File: src/dtm_defs.svh
// Register map, field positions and timing constants of the die temperature block.
//
// Functional notes
// RULE_01: Start measurement when start bit returns to zero.
// RULE_02: Hardware sets finished flag on completion.
// RULE_03: Enabled interrupt raised when finished flag sets.
// RULE_04: Firmware clears finished flag before next completion.
// RULE_05: Length field sets measurement duration by formula.
// RULE_06: Result is 16-bit two's complement value.
// RULE_07: High result byte at 0xD3, page 0.
// RULE_08: Low result byte at 0xD2, page 0.
// RULE_09: Control at 0xD2 page F, page distinguishes.
// RULE_10: Result is sign, 8 integer, 7 fraction bits.
// RULE_11: Separate external enable gates the interrupt.
// RULE_12: Result loaded no later than finished flag.
// RULE_13: Reset clears everything; no measurement until start.
`ifndef DTM_DEFS_SVH
`define DTM_DEFS_SVH

// ----------------------------------------------------------------------
// Register map
// ----------------------------------------------------------------------
`define DTM_ADDR_CTRL 8'hd2
`define DTM_ADDR_LOW 8'hd2
`define DTM_ADDR_HIGH 8'hd3
`define DTM_PAGE_CTRL 4'hf
`define DTM_PAGE_DATA 4'h0
`define DTM_BYTE_RESET 8'h00

// ----------------------------------------------------------------------
// Control register fields
// ----------------------------------------------------------------------
`define DTM_START_BIT 7
`define DTM_DONE_BIT 6
`define DTM_LEN_MSB 2
`define DTM_LEN_LSB 0
`define DTM_LEN_RESET 3'h0

// ----------------------------------------------------------------------
// Timing
// ----------------------------------------------------------------------
`define DTM_MCLK_MHZ 125
`define DTM_SETTLE_US 32
`define DTM_SETTLE_CYC (`DTM_SETTLE_US * `DTM_MCLK_MHZ)
`define DTM_TICKS_PER_UNIT 256
`define DTM_SENSOR_DIV 50

`endif

File: src/dtm_pkg.sv
// Types shared by the die temperature block.
package dtm_pkg;

  typedef struct packed {
    logic [3:0] page;
    logic [7:0] addr;
    logic wr;
    logic rd;
    logic [7:0] wdata;
  } dtm_sfr_req_t;

  typedef struct packed {
    logic [7:0] high;
    logic [7:0] low;
  } dtm_temp_word_t;

  typedef enum logic [1:0] {
    DTM_IDLE,
    DTM_SENSE,
    DTM_SETTLE
  } dtm_tmr_state_t;

endpackage

File: src/dtm_temp_sensor.sv
// Die temperature sensor control, result registers and interrupt request.
`timescale 1ns/1ps
`include "dtm_defs.svh"
module dtm_temp_sensor #(
  parameter int unsigned SENSOR_DIV = `DTM_SENSOR_DIV
) (
  input wire logic i_mclk,
  input wire logic i_sys_rst,
  input wire dtm_pkg::dtm_sfr_req_t i_sfr,
  input wire dtm_pkg::dtm_temp_word_t i_sensor_temp,
  input wire logic i_temp_irq_enable,
  output logic [7:0] o_sfr_rdata,
  output logic o_temp_irq,
  output logic o_busy
);
  import dtm_pkg::*;

  // ----------------------------------------------------------------------
  // Decode
  // ----------------------------------------------------------------------
  logic ctrl_hit;
  logic low_hit;
  logic high_hit;
  logic ctrl_wr;
  logic start_pulse;
  logic conv_busy;
  logic conv_done;

  // The control and low result bytes share one address; only the page tells them apart.
  assign ctrl_hit = (i_sfr.page == `DTM_PAGE_CTRL) && (i_sfr.addr == `DTM_ADDR_CTRL); // [RULE_09]
  assign low_hit = (i_sfr.page == `DTM_PAGE_DATA) && (i_sfr.addr == `DTM_ADDR_LOW); // [RULE_08]
  assign high_hit = (i_sfr.page == `DTM_PAGE_DATA) && (i_sfr.addr == `DTM_ADDR_HIGH); // [RULE_07]
  assign ctrl_wr = i_sfr.wr && ctrl_hit;

  // ----------------------------------------------------------------------
  // Control register
  // ----------------------------------------------------------------------
  logic start_ff;
  logic fin_ff;
  logic nxt_fin;
  logic [2:0] len_ff;
  dtm_temp_word_t result_ff;

  // A measurement begins on the write that returns the start bit to zero.
  assign start_pulse = ctrl_wr && start_ff && !i_sfr.wdata[`DTM_START_BIT]; // [RULE_01]

  always_ff @(posedge i_mclk or posedge i_sys_rst) begin
    if (i_sys_rst) begin
      start_ff <= 1'b0; // [RULE_13]
      len_ff <= `DTM_LEN_RESET;
    end else if (ctrl_wr) begin
      start_ff <= i_sfr.wdata[`DTM_START_BIT]; // [RULE_01]
      len_ff <= i_sfr.wdata[`DTM_LEN_MSB:`DTM_LEN_LSB]; // [RULE_05]
    end
  end

  // Completion wins over a firmware clear in the same cycle, so no completion is lost.
  always_comb begin
    nxt_fin = fin_ff;
    if (ctrl_wr && !i_sfr.wdata[`DTM_DONE_BIT]) begin
      nxt_fin = 1'b0; // [RULE_04]
    end
    if (conv_done) begin
      nxt_fin = 1'b1; // [RULE_02]
    end
  end

  always_ff @(posedge i_mclk or posedge i_sys_rst) begin
    if (i_sys_rst) begin
      fin_ff <= 1'b0; // [RULE_13]
    end else begin
      fin_ff <= nxt_fin; // [RULE_02]
    end
  end

  // ----------------------------------------------------------------------
  // Result registers
  // ----------------------------------------------------------------------
  // The word is sign, eight integer and seven fraction bits, stored as delivered.
  always_ff @(posedge i_mclk or posedge i_sys_rst) begin
    if (i_sys_rst) begin
      result_ff <= '0; // [RULE_13]
    end else if (conv_done) begin
      result_ff <= i_sensor_temp; // [RULE_06] [RULE_10] [RULE_12]
    end else begin
      if (i_sfr.wr && low_hit) begin
        result_ff.low <= i_sfr.wdata; // [RULE_08]
      end
      if (i_sfr.wr && high_hit) begin
        result_ff.high <= i_sfr.wdata; // [RULE_07]
      end
    end
  end

  // ----------------------------------------------------------------------
  // Conversion timer
  // ----------------------------------------------------------------------
  dtm_conv_timer #(
    .SENSOR_DIV(SENSOR_DIV)
  ) u_timer (
    .i_mclk(i_mclk),
    .i_sys_rst(i_sys_rst),
    .i_start(start_pulse),
    .i_len_sel(len_ff),
    .o_busy(conv_busy),
    .o_done(conv_done)
  );

  always_ff @(posedge i_mclk or posedge i_sys_rst) begin
    if (i_sys_rst) begin
      o_busy <= 1'b0;
    end else begin
      o_busy <= conv_busy;
    end
  end

  // ----------------------------------------------------------------------
  // Interrupt request
  // ----------------------------------------------------------------------
  // The request follows the flag as a level, so firmware drops it by clearing the flag.
  always_ff @(posedge i_mclk or posedge i_sys_rst) begin
    if (i_sys_rst) begin
      o_temp_irq <= 1'b0;
    end else begin
      o_temp_irq <= nxt_fin && i_temp_irq_enable; // [RULE_03] [RULE_11]
    end
  end

  // ----------------------------------------------------------------------
  // Read data
  // ----------------------------------------------------------------------
  // Reserved bits and unmapped addresses read as zero.
  always_ff @(posedge i_mclk or posedge i_sys_rst) begin
    if (i_sys_rst) begin
      o_sfr_rdata <= `DTM_BYTE_RESET;
    end else if (i_sfr.rd) begin
      if (ctrl_hit) begin
        o_sfr_rdata <= {start_ff, fin_ff, 3'h0, len_ff}; // [RULE_09]
      end else if (low_hit) begin
        o_sfr_rdata <= result_ff.low; // [RULE_08]
      end else if (high_hit) begin
        o_sfr_rdata <= result_ff.high; // [RULE_07]
      end else begin
        o_sfr_rdata <= `DTM_BYTE_RESET;
      end
    end
  end

  // ----------------------------------------------------------------------
  // Checks
  // ----------------------------------------------------------------------
  a_start_on_clear: assert property (@(posedge i_mclk) disable iff (i_sys_rst) // [RULE_01]
    start_pulse && !conv_busy |=> conv_busy ##1 o_busy)
    else $error("Start sequence did not begin a measurement.");

  a_no_start_high: assert property (@(posedge i_mclk) disable iff (i_sys_rst) // [RULE_13]
    !conv_busy && !start_pulse |=> !conv_busy)
    else $error("Measurement began without the start sequence.");

  a_done_sets_flag: assert property (@(posedge i_mclk) disable iff (i_sys_rst) // [RULE_02]
    conv_done |=> fin_ff)
    else $error("Completion did not set the finished flag.");

  a_flag_sticky: assert property (@(posedge i_mclk) disable iff (i_sys_rst) // [RULE_02]
    fin_ff && !(ctrl_wr && !i_sfr.wdata[`DTM_DONE_BIT]) |=> fin_ff)
    else $error("Finished flag dropped without a firmware clear.");

  a_irq_on_flag: assert property (@(posedge i_mclk) disable iff (i_sys_rst) // [RULE_03]
    conv_done && i_temp_irq_enable |=> o_temp_irq && fin_ff)
    else $error("Enabled completion raised no interrupt.");

  a_irq_masked: assert property (@(posedge i_mclk) disable iff (i_sys_rst) // [RULE_11]
    !i_temp_irq_enable |=> !o_temp_irq)
    else $error("Interrupt raised while disabled.");

  a_result_loaded: assert property (@(posedge i_mclk) disable iff (i_sys_rst) // [RULE_12]
    conv_done |=> fin_ff && result_ff == $past(i_sensor_temp))
    else $error("Result not loaded with the finished flag.");

  a_read_ctrl: assert property (@(posedge i_mclk) disable iff (i_sys_rst) // [RULE_09]
    i_sfr.rd && ctrl_hit |=> o_sfr_rdata == {$past(start_ff), $past(fin_ff), 3'h0, $past(len_ff)})
    else $error("Control read returned the wrong byte.");

  a_read_high: assert property (@(posedge i_mclk) disable iff (i_sys_rst) // [RULE_07]
    i_sfr.rd && high_hit |=> o_sfr_rdata == $past(result_ff.high))
    else $error("High result read returned the wrong byte.");

  a_read_low: assert property (@(posedge i_mclk) disable iff (i_sys_rst) // [RULE_08]
    i_sfr.rd && low_hit |=> o_sfr_rdata == $past(result_ff.low))
    else $error("Low result read returned the wrong byte.");

  a_read_unmapped: assert property (@(posedge i_mclk) disable iff (i_sys_rst) // [RULE_09]
    i_sfr.rd && !ctrl_hit && !low_hit && !high_hit |=> o_sfr_rdata == `DTM_BYTE_RESET)
    else $error("Unmapped read returned a nonzero byte.");

  a_result_stable: assert property (@(posedge i_mclk) disable iff (i_sys_rst) // [RULE_06]
    !conv_done && !(i_sfr.wr && (low_hit || high_hit)) |=> $stable(result_ff))
    else $error("Result changed without a completion or a write.");

  a_write_low: assert property (@(posedge i_mclk) disable iff (i_sys_rst) // [RULE_08]
    i_sfr.wr && low_hit && !conv_done |=> result_ff.low == $past(i_sfr.wdata))
    else $error("Low result write did not land.");

  a_write_high: assert property (@(posedge i_mclk) disable iff (i_sys_rst) // [RULE_07]
    i_sfr.wr && high_hit && !conv_done |=> result_ff.high == $past(i_sfr.wdata))
    else $error("High result write did not land.");

  a_ctrl_keeps_result: assert property (@(posedge i_mclk) disable iff (i_sys_rst) // [RULE_09]
    ctrl_wr && !conv_done |=> result_ff == $past(result_ff))
    else $error("Control write disturbed the result bytes.");

  a_flag_clear: assert property (@(posedge i_mclk) disable iff (i_sys_rst) // [RULE_04]
    fin_ff && ctrl_wr && !i_sfr.wdata[`DTM_DONE_BIT] && !conv_done |=> !fin_ff)
    else $error("Firmware clear did not drop the finished flag.");

  a_flag_no_soft: assert property (@(posedge i_mclk) disable iff (i_sys_rst) // [RULE_02]
    !fin_ff && !conv_done |=> !fin_ff)
    else $error("Finished flag set without a completion.");

  a_len_written: assert property (@(posedge i_mclk) disable iff (i_sys_rst) // [RULE_05]
    ctrl_wr |=> len_ff == $past(i_sfr.wdata[`DTM_LEN_MSB:`DTM_LEN_LSB]))
    else $error("Length field write did not land.");

  a_irq_drops: assert property (@(posedge i_mclk) disable iff (i_sys_rst) // [RULE_03]
    !fin_ff |-> !o_temp_irq)
    else $error("Interrupt raised while the finished flag is clear.");

endmodule

File: src/dtm_conv_timer.sv
// Conversion length timer driven by the sensor clock enable.
`timescale 1ns/1ps
`include "dtm_defs.svh"
module dtm_conv_timer #(
  parameter int unsigned SENSOR_DIV = `DTM_SENSOR_DIV
) (
  input wire logic i_mclk,
  input wire logic i_sys_rst,
  input wire logic i_start,
  input wire logic [2:0] i_len_sel,
  output logic o_busy,
  output logic o_done
);
  import dtm_pkg::*;

  dtm_tmr_state_t state_ff;
  logic [2:0] len_ff;
  logic [15:0] div_ff;
  logic [7:0] tick_ff;
  logic [8:0] unit_ff;
  logic [11:0] settle_ff;
  logic sense_tick;
  logic sense_last;
  logic settle_last;
  logic [8:0] unit_total;
  logic [31:0] cyc_ff;

  // Units of 256 sensor ticks: two to the power of length plus one, plus one.
  assign unit_total = 9'((9'h1 << ({1'b0, i_len_sel} + 4'h1)) + 9'h1); // [RULE_05]
  assign sense_tick = (div_ff == 16'(SENSOR_DIV - 1));
  assign sense_last = sense_tick && (tick_ff == 8'(`DTM_TICKS_PER_UNIT - 1)) && (unit_ff == 9'h0);
  assign settle_last = (settle_ff == 12'(`DTM_SETTLE_CYC - 1));
  assign o_busy = (state_ff != DTM_IDLE);

  always_ff @(posedge i_mclk or posedge i_sys_rst) begin
    if (i_sys_rst) begin
      state_ff <= DTM_IDLE;
      len_ff <= `DTM_LEN_RESET;
      div_ff <= '0;
      tick_ff <= '0;
      unit_ff <= '0;
      settle_ff <= '0;
      o_done <= 1'b0;
    end else begin
      o_done <= 1'b0;
      case (state_ff)
        DTM_IDLE: begin
          if (i_start) begin
            state_ff <= DTM_SENSE;
            len_ff <= i_len_sel;
            div_ff <= '0;
            tick_ff <= '0;
            unit_ff <= unit_total - 9'h1; // [RULE_05]
          end
        end
        DTM_SENSE: begin
          div_ff <= sense_tick ? 16'h0 : div_ff + 16'h1;
          if (sense_tick) begin
            tick_ff <= tick_ff + 8'h1;
            if (tick_ff == 8'(`DTM_TICKS_PER_UNIT - 1)) begin
              unit_ff <= unit_ff - 9'h1;
            end
          end
          if (sense_last) begin
            state_ff <= DTM_SETTLE;
            settle_ff <= '0;
          end
        end
        DTM_SETTLE: begin
          settle_ff <= settle_ff + 12'h1;
          if (settle_last) begin
            state_ff <= DTM_IDLE;
            o_done <= 1'b1;
          end
        end
        default: begin
          state_ff <= DTM_IDLE;
        end
      endcase
    end
  end

  // Cycles since the accepted start, read only by the length check.
  always_ff @(posedge i_mclk or posedge i_sys_rst) begin
    if (i_sys_rst) begin
      cyc_ff <= '0;
    end else begin
      cyc_ff <= (i_start && !o_busy) ? 32'h1 : cyc_ff + 32'h1;
    end
  end

  a_conv_length: assert property (@(posedge i_mclk) disable iff (i_sys_rst) // [RULE_05]
    o_done |-> cyc_ff == 32'(((32'h1 << (len_ff + 32'h1)) + 32'h1) * `DTM_TICKS_PER_UNIT * SENSOR_DIV
      + `DTM_SETTLE_CYC + 1))
    else $error("Conversion length does not match the length field.");

endmodule

File: config.mk
export PLATFORM = sky130hd
export DESIGN_NAME = dtm_temp_sensor
export DESIGN_NICKNAME = d
export VERILOG_FILES = /design/src/dtm_pkg.sv /design/src/dtm_temp_sensor.sv /design/src/dtm_conv_timer.sv
export VERILOG_INCLUDE_DIRS = /design/src
export SDC_FILE = /design/constraint.sdc
export NUM_CORES = 1
export LEC_CHECK = 0
export BUFFER_PORTS_ARGS = -buffer_cell sky130_fd_sc_hd__buf_2
export CAP_MARGIN = 20
export CORE_MARGIN = 5
export CORE_UTILIZATION = 59
export DETAILED_ROUTE_END_ITERATION = 8
export GPL_TIMING_DRIVEN = 0
export PLACE_DENSITY = 0.81
export SLEW_MARGIN = 0
export SYNTH_ARGS = -nofsm -noshare
export SYNTH_HDL_FRONTEND = slang
export SYNTH_SLANG_ARGS = --single-unit
File: constraint.sdc
create_clock -name i_mclk -period 3.5 [get_ports i_mclk]
set_input_delay 0.7 -clock i_mclk [delete_from_list [all_inputs] [get_ports i_mclk]]
set_output_delay 0.7 -clock i_mclk [all_outputs]
set_load 0.05 [all_outputs]
==> summary.md <==
| Metric | Value |
|---|---|
| Status | `finished, final reports clean` |
| Vias per cell | `5.991` |
| IO buf count | `49` |
| Ys Warns | `0` |
| First-pass GRT wire length | `17680 µm` |
| Minimum clock period | `2.572 ns` |
| CP Capture Point | `result_ff[7]` |
| Top-area cell type share of the netlist area | `45.39%` |
| CTS H-tree lvls | `3` |
| Detailed Route WL | `10410 µm` |
| Post-synth EDFFs | `0` |
| Max Clock Skew | `0.01409 ns` |
| Worst R2R Path Depth | `9` |
| Reg2Reg Capture Point | `u_timer.settle_ff[2]` |
| Seq/Total Area, Yosys | `45.39%` |
| Starting density of the core | `60.37%` |
| Via count | `3804` |
| PnR worst setup slack | `0.9279 ns` |
| Startpoint Class | `primary input` |
| GR Overflow Total | `0` |
| # IOs | `51` |
| Fraction of layout cells with a size suffix above 1 | `18.66%` |
| Die H | `95.92 µm` |
| Async set-or-reset flop fraction in the synthesized netlist | `100.0%` |
| Cell Pwr Density | `370.8 mW/mm²` |
| Setup crit end kind | `flip-flop` |
| Hpwl dp | `7462 µm` |
| DRT Pass-1 Iters | `5` |
| Die ar. | `0.009201 mm²` |
| Number of DRC markers in iteration 0 | `295` |
| Gr usage total | `24.68%` |
| Mean post-synth cell area | `9.267 µm²` |
| Vias in the first global route | `3666` |
| Final Util | `69.42%` |
| Max FO, Critical Path | `10` |
| Chip width | `95.92 µm` |
| Endpoints failing hold | `0` |
| Yosys top cell by area | `dfrtp_1` |
| Clock sink total | `79` |
| WL/cell | `16.40 µm` |
| CTS resizes | `0` |
| Synthesis-to-finish area growth | `15.00%` |
| Setup-failing EPs final | `0` |
| Cell area after synthesis | `0.004355 mm²` |
| VDD IR max | `195.0 µV` |
| Worst slew margin | `49.05%` |
| Worst skew pair latency | `0.35 ns` |
| Pre-CTS worst setup slack | `0.6119 ns` |
| Total CTS buffers | `9` |
| Worst Tran Pin Value | `0.7573 ns` |
| Max-cap viol count | `0` |
| DRC violations left | `0` |
| Clk pin slew, worst setup/hold paths | `0.09 ns` |
| Post-CTS Hold Buffers | `0` |
| GPL Wtd Cong | `0.8709` |
| Fin Setup TNS | `0 ns` |
| Post-synthesis cell count | `470` |
| Top-count cell post-synth | `dfrtp_1` |
| Seq cells post-synth | `79` |
| RSZ-0062 raised after global routing | `false` |
| Fin area | `0.005009 mm²` |
| Final Total Pwr | `1.857 mW` |
| Worst Setup SP | `i_sfr[13]` |
| Initial antenna violation count | `0` |
| Syn_nets | `516` |
| Clk buf depth | `2` |
| Arr. time, crit path | `2.81 ns` |
| N_diodes | `0` |
| Worst hold path class | `in2async` |
| Commonest cells post-synth | `dfrtp_1 (79), nand2_1 (55), o21ai_0 (32), a21oi_1 (31), nor2_1 (24)` |
| Fmax | `388.8 MHz` |
| Rows | `31` |
| R2R Setup Slk | `1.00 ns` |
| Synth unique cells | `53` |
| Final Cycle Share | `73.49%` |
| Nets | `577` |
| Setup bufs post-CTS | `0` |
| CP Class | `in2reg` |
| Top_reg_cell synth | `dfrtp_1` |
| Placed Area | `0.004755 mm²` |
| Largest net degree at the start of global routing | `47` |
| Core area | `0.007214 mm²` |
| R2r startpoint | `u_timer.div_ff[1]` |
| Max Slew Vio Count | `0` |
| Synth top area cells | `dfrtp_1 (45%), mux2_2 (5.7%), nand2_1 (4.7%)` |
| Leak Pwr | `2.225 nW` |
| Critical Path RT | `3.74 ns` |
| Root Driver | `clkbuf_8` |
| Antenna Violating Nets Remaining | `0` |
| CTS tree | `yes` |
[layout by cell type, fill, tap and decap left out, types with 2 or more instances in the layout]
cell type | netlist | routed
a2bb2oi_1 | 5 | 5
nand2_1 | 55 | 55
and3_1 | 2 | 2
a31oi_1 | 13 | 13
a22o_1 | 5 | 5
nor4b_1 | 2 | 2
nand4b_1 | 7 | 7
clkinv_4 | 0 | 2
buf_6 | 2 | 2
o21ai_0 | 32 | 32
nand4_1 | 9 | 9
nand2b_1 | 5 | 5
nor2_1 | 24 | 24
o2bb2ai_1 | 3 | 3
buf_2 | 2 | 51
dfrtp_1 | 79 | 79
xnor2_1 | 4 | 4
o21bai_1 | 3 | 3
nor4_1 | 8 | 8
clkbuf_8 | 0 | 10
and2_1 | 4 | 4
o31ai_1 | 3 | 3
or3_1 | 7 | 7
a21boi_0 | 4 | 4
mux2i_1 | 6 | 6
nor3_1 | 10 | 10
inv_1 | 17 | 16
a21o_1 | 5 | 5
clkbuf_1 | 21 | 21
ha_1 | 5 | 5
mux2_2 | 22 | 22
a21oi_1 | 31 | 31
bufinv_16 | 0 | 3
xor2_1 | 7 | 7
nand3_1 | 20 | 20
o22ai_1 | 18 | 18
nor2b_1 | 11 | 11
[worst min path at each step]
stage,cells past startpoint,slack (ns),endpoint
after floorplan,1,0.48,u_timer.tick_ff[0]
after global routing,2,0.41,u_timer.settle_ff[5]
after CTS,2,0.38,u_timer.div_ff[4]
after detailed placement,2,0.51,result_ff[15]
final,2,0.37,u_timer.div_ff[4]
after global placement,2,0.50,result_ff[13]
[metrics by stage]
stage,hold WS (ns),std cells
floorplan,0.4788,470
global placement,0.5033,618
detailed placement,0.5110,619
CTS,0.3763,635
global route,0.4063,635
finish,0.3694,635
[state kept, by name, summed over array words and instances, names as in the netlist]
signal	count
fin_ff	1
o_sfr_rdata	8
u_timer.settle_ff	12
len_ff	3
result_ff	16
u_timer.tick_ff	8
o_temp_irq	1
u_timer.unit_ff	9
u_timer.o_done	1
u_timer.div_ff	16
u_timer.state_ff	2
o_busy	1
start_ff	1
[final cells by class]
cell class,instances,area (µm²)
Inverter,17,66.31
Clock inverter,6,116.4
Multi-Input combinational cell,348,2200
Buffer,26,115.1
Timing Repair Buffer,50,272.8
Sequential cell,79,1977
Tap cell,99,123.9
Clock buffer,10,137.6
Fill cell,571,2206
[critical path: stages]
cell and delay (ns):
buf_2 0.09, or3b_1 0.35, buf_2 0.17, nor4b_4 0.51
and2b_1 0.23, buf_6 0.14, mux2_2 0.35, mux2_2 0.28
[metal layers]
metal	global-route usage [%]	wire length, µm	part of all wire, %	vias to the layer above
li1	-	-	-	1833
met1	36.24	4703	45	1828
met2	36.71	5022	48	120
met3	3.049	452	4.3	23
met4	10.78	235	2.3	0
met5	0	0	0	-
[power by group]
| part | internal, mW | leakage (nW) | switching, mW | total (mW) |
|---|---|---|---|---|
| Combinational | 0.0300 | 1.08 | 0.0581 | 0.0880 |
| Clock | 0.498 | 0.127 | 0.351 | 0.850 |
| Sequential | 0.917 | 1.02 | 0.00289 | 0.920 |
| Total | 1.45 | 2.22 | 0.412 | 1.86 |
[logic make-up (layout without fill, tap and decap cells)]
kind of cell,after synthesis,in the layout,share of synthesized area [%]
fa+ha+maj,5,5,1.436
flops,79,79,45.39
xor+xnor,11,11,2.212
compound gates,128,128,18.24
buf+inv,43,109,4.108
simple gates,175,175,21.29
mux,29,29,7.326
Note: power is estimated with default switching activity, not from simulation.
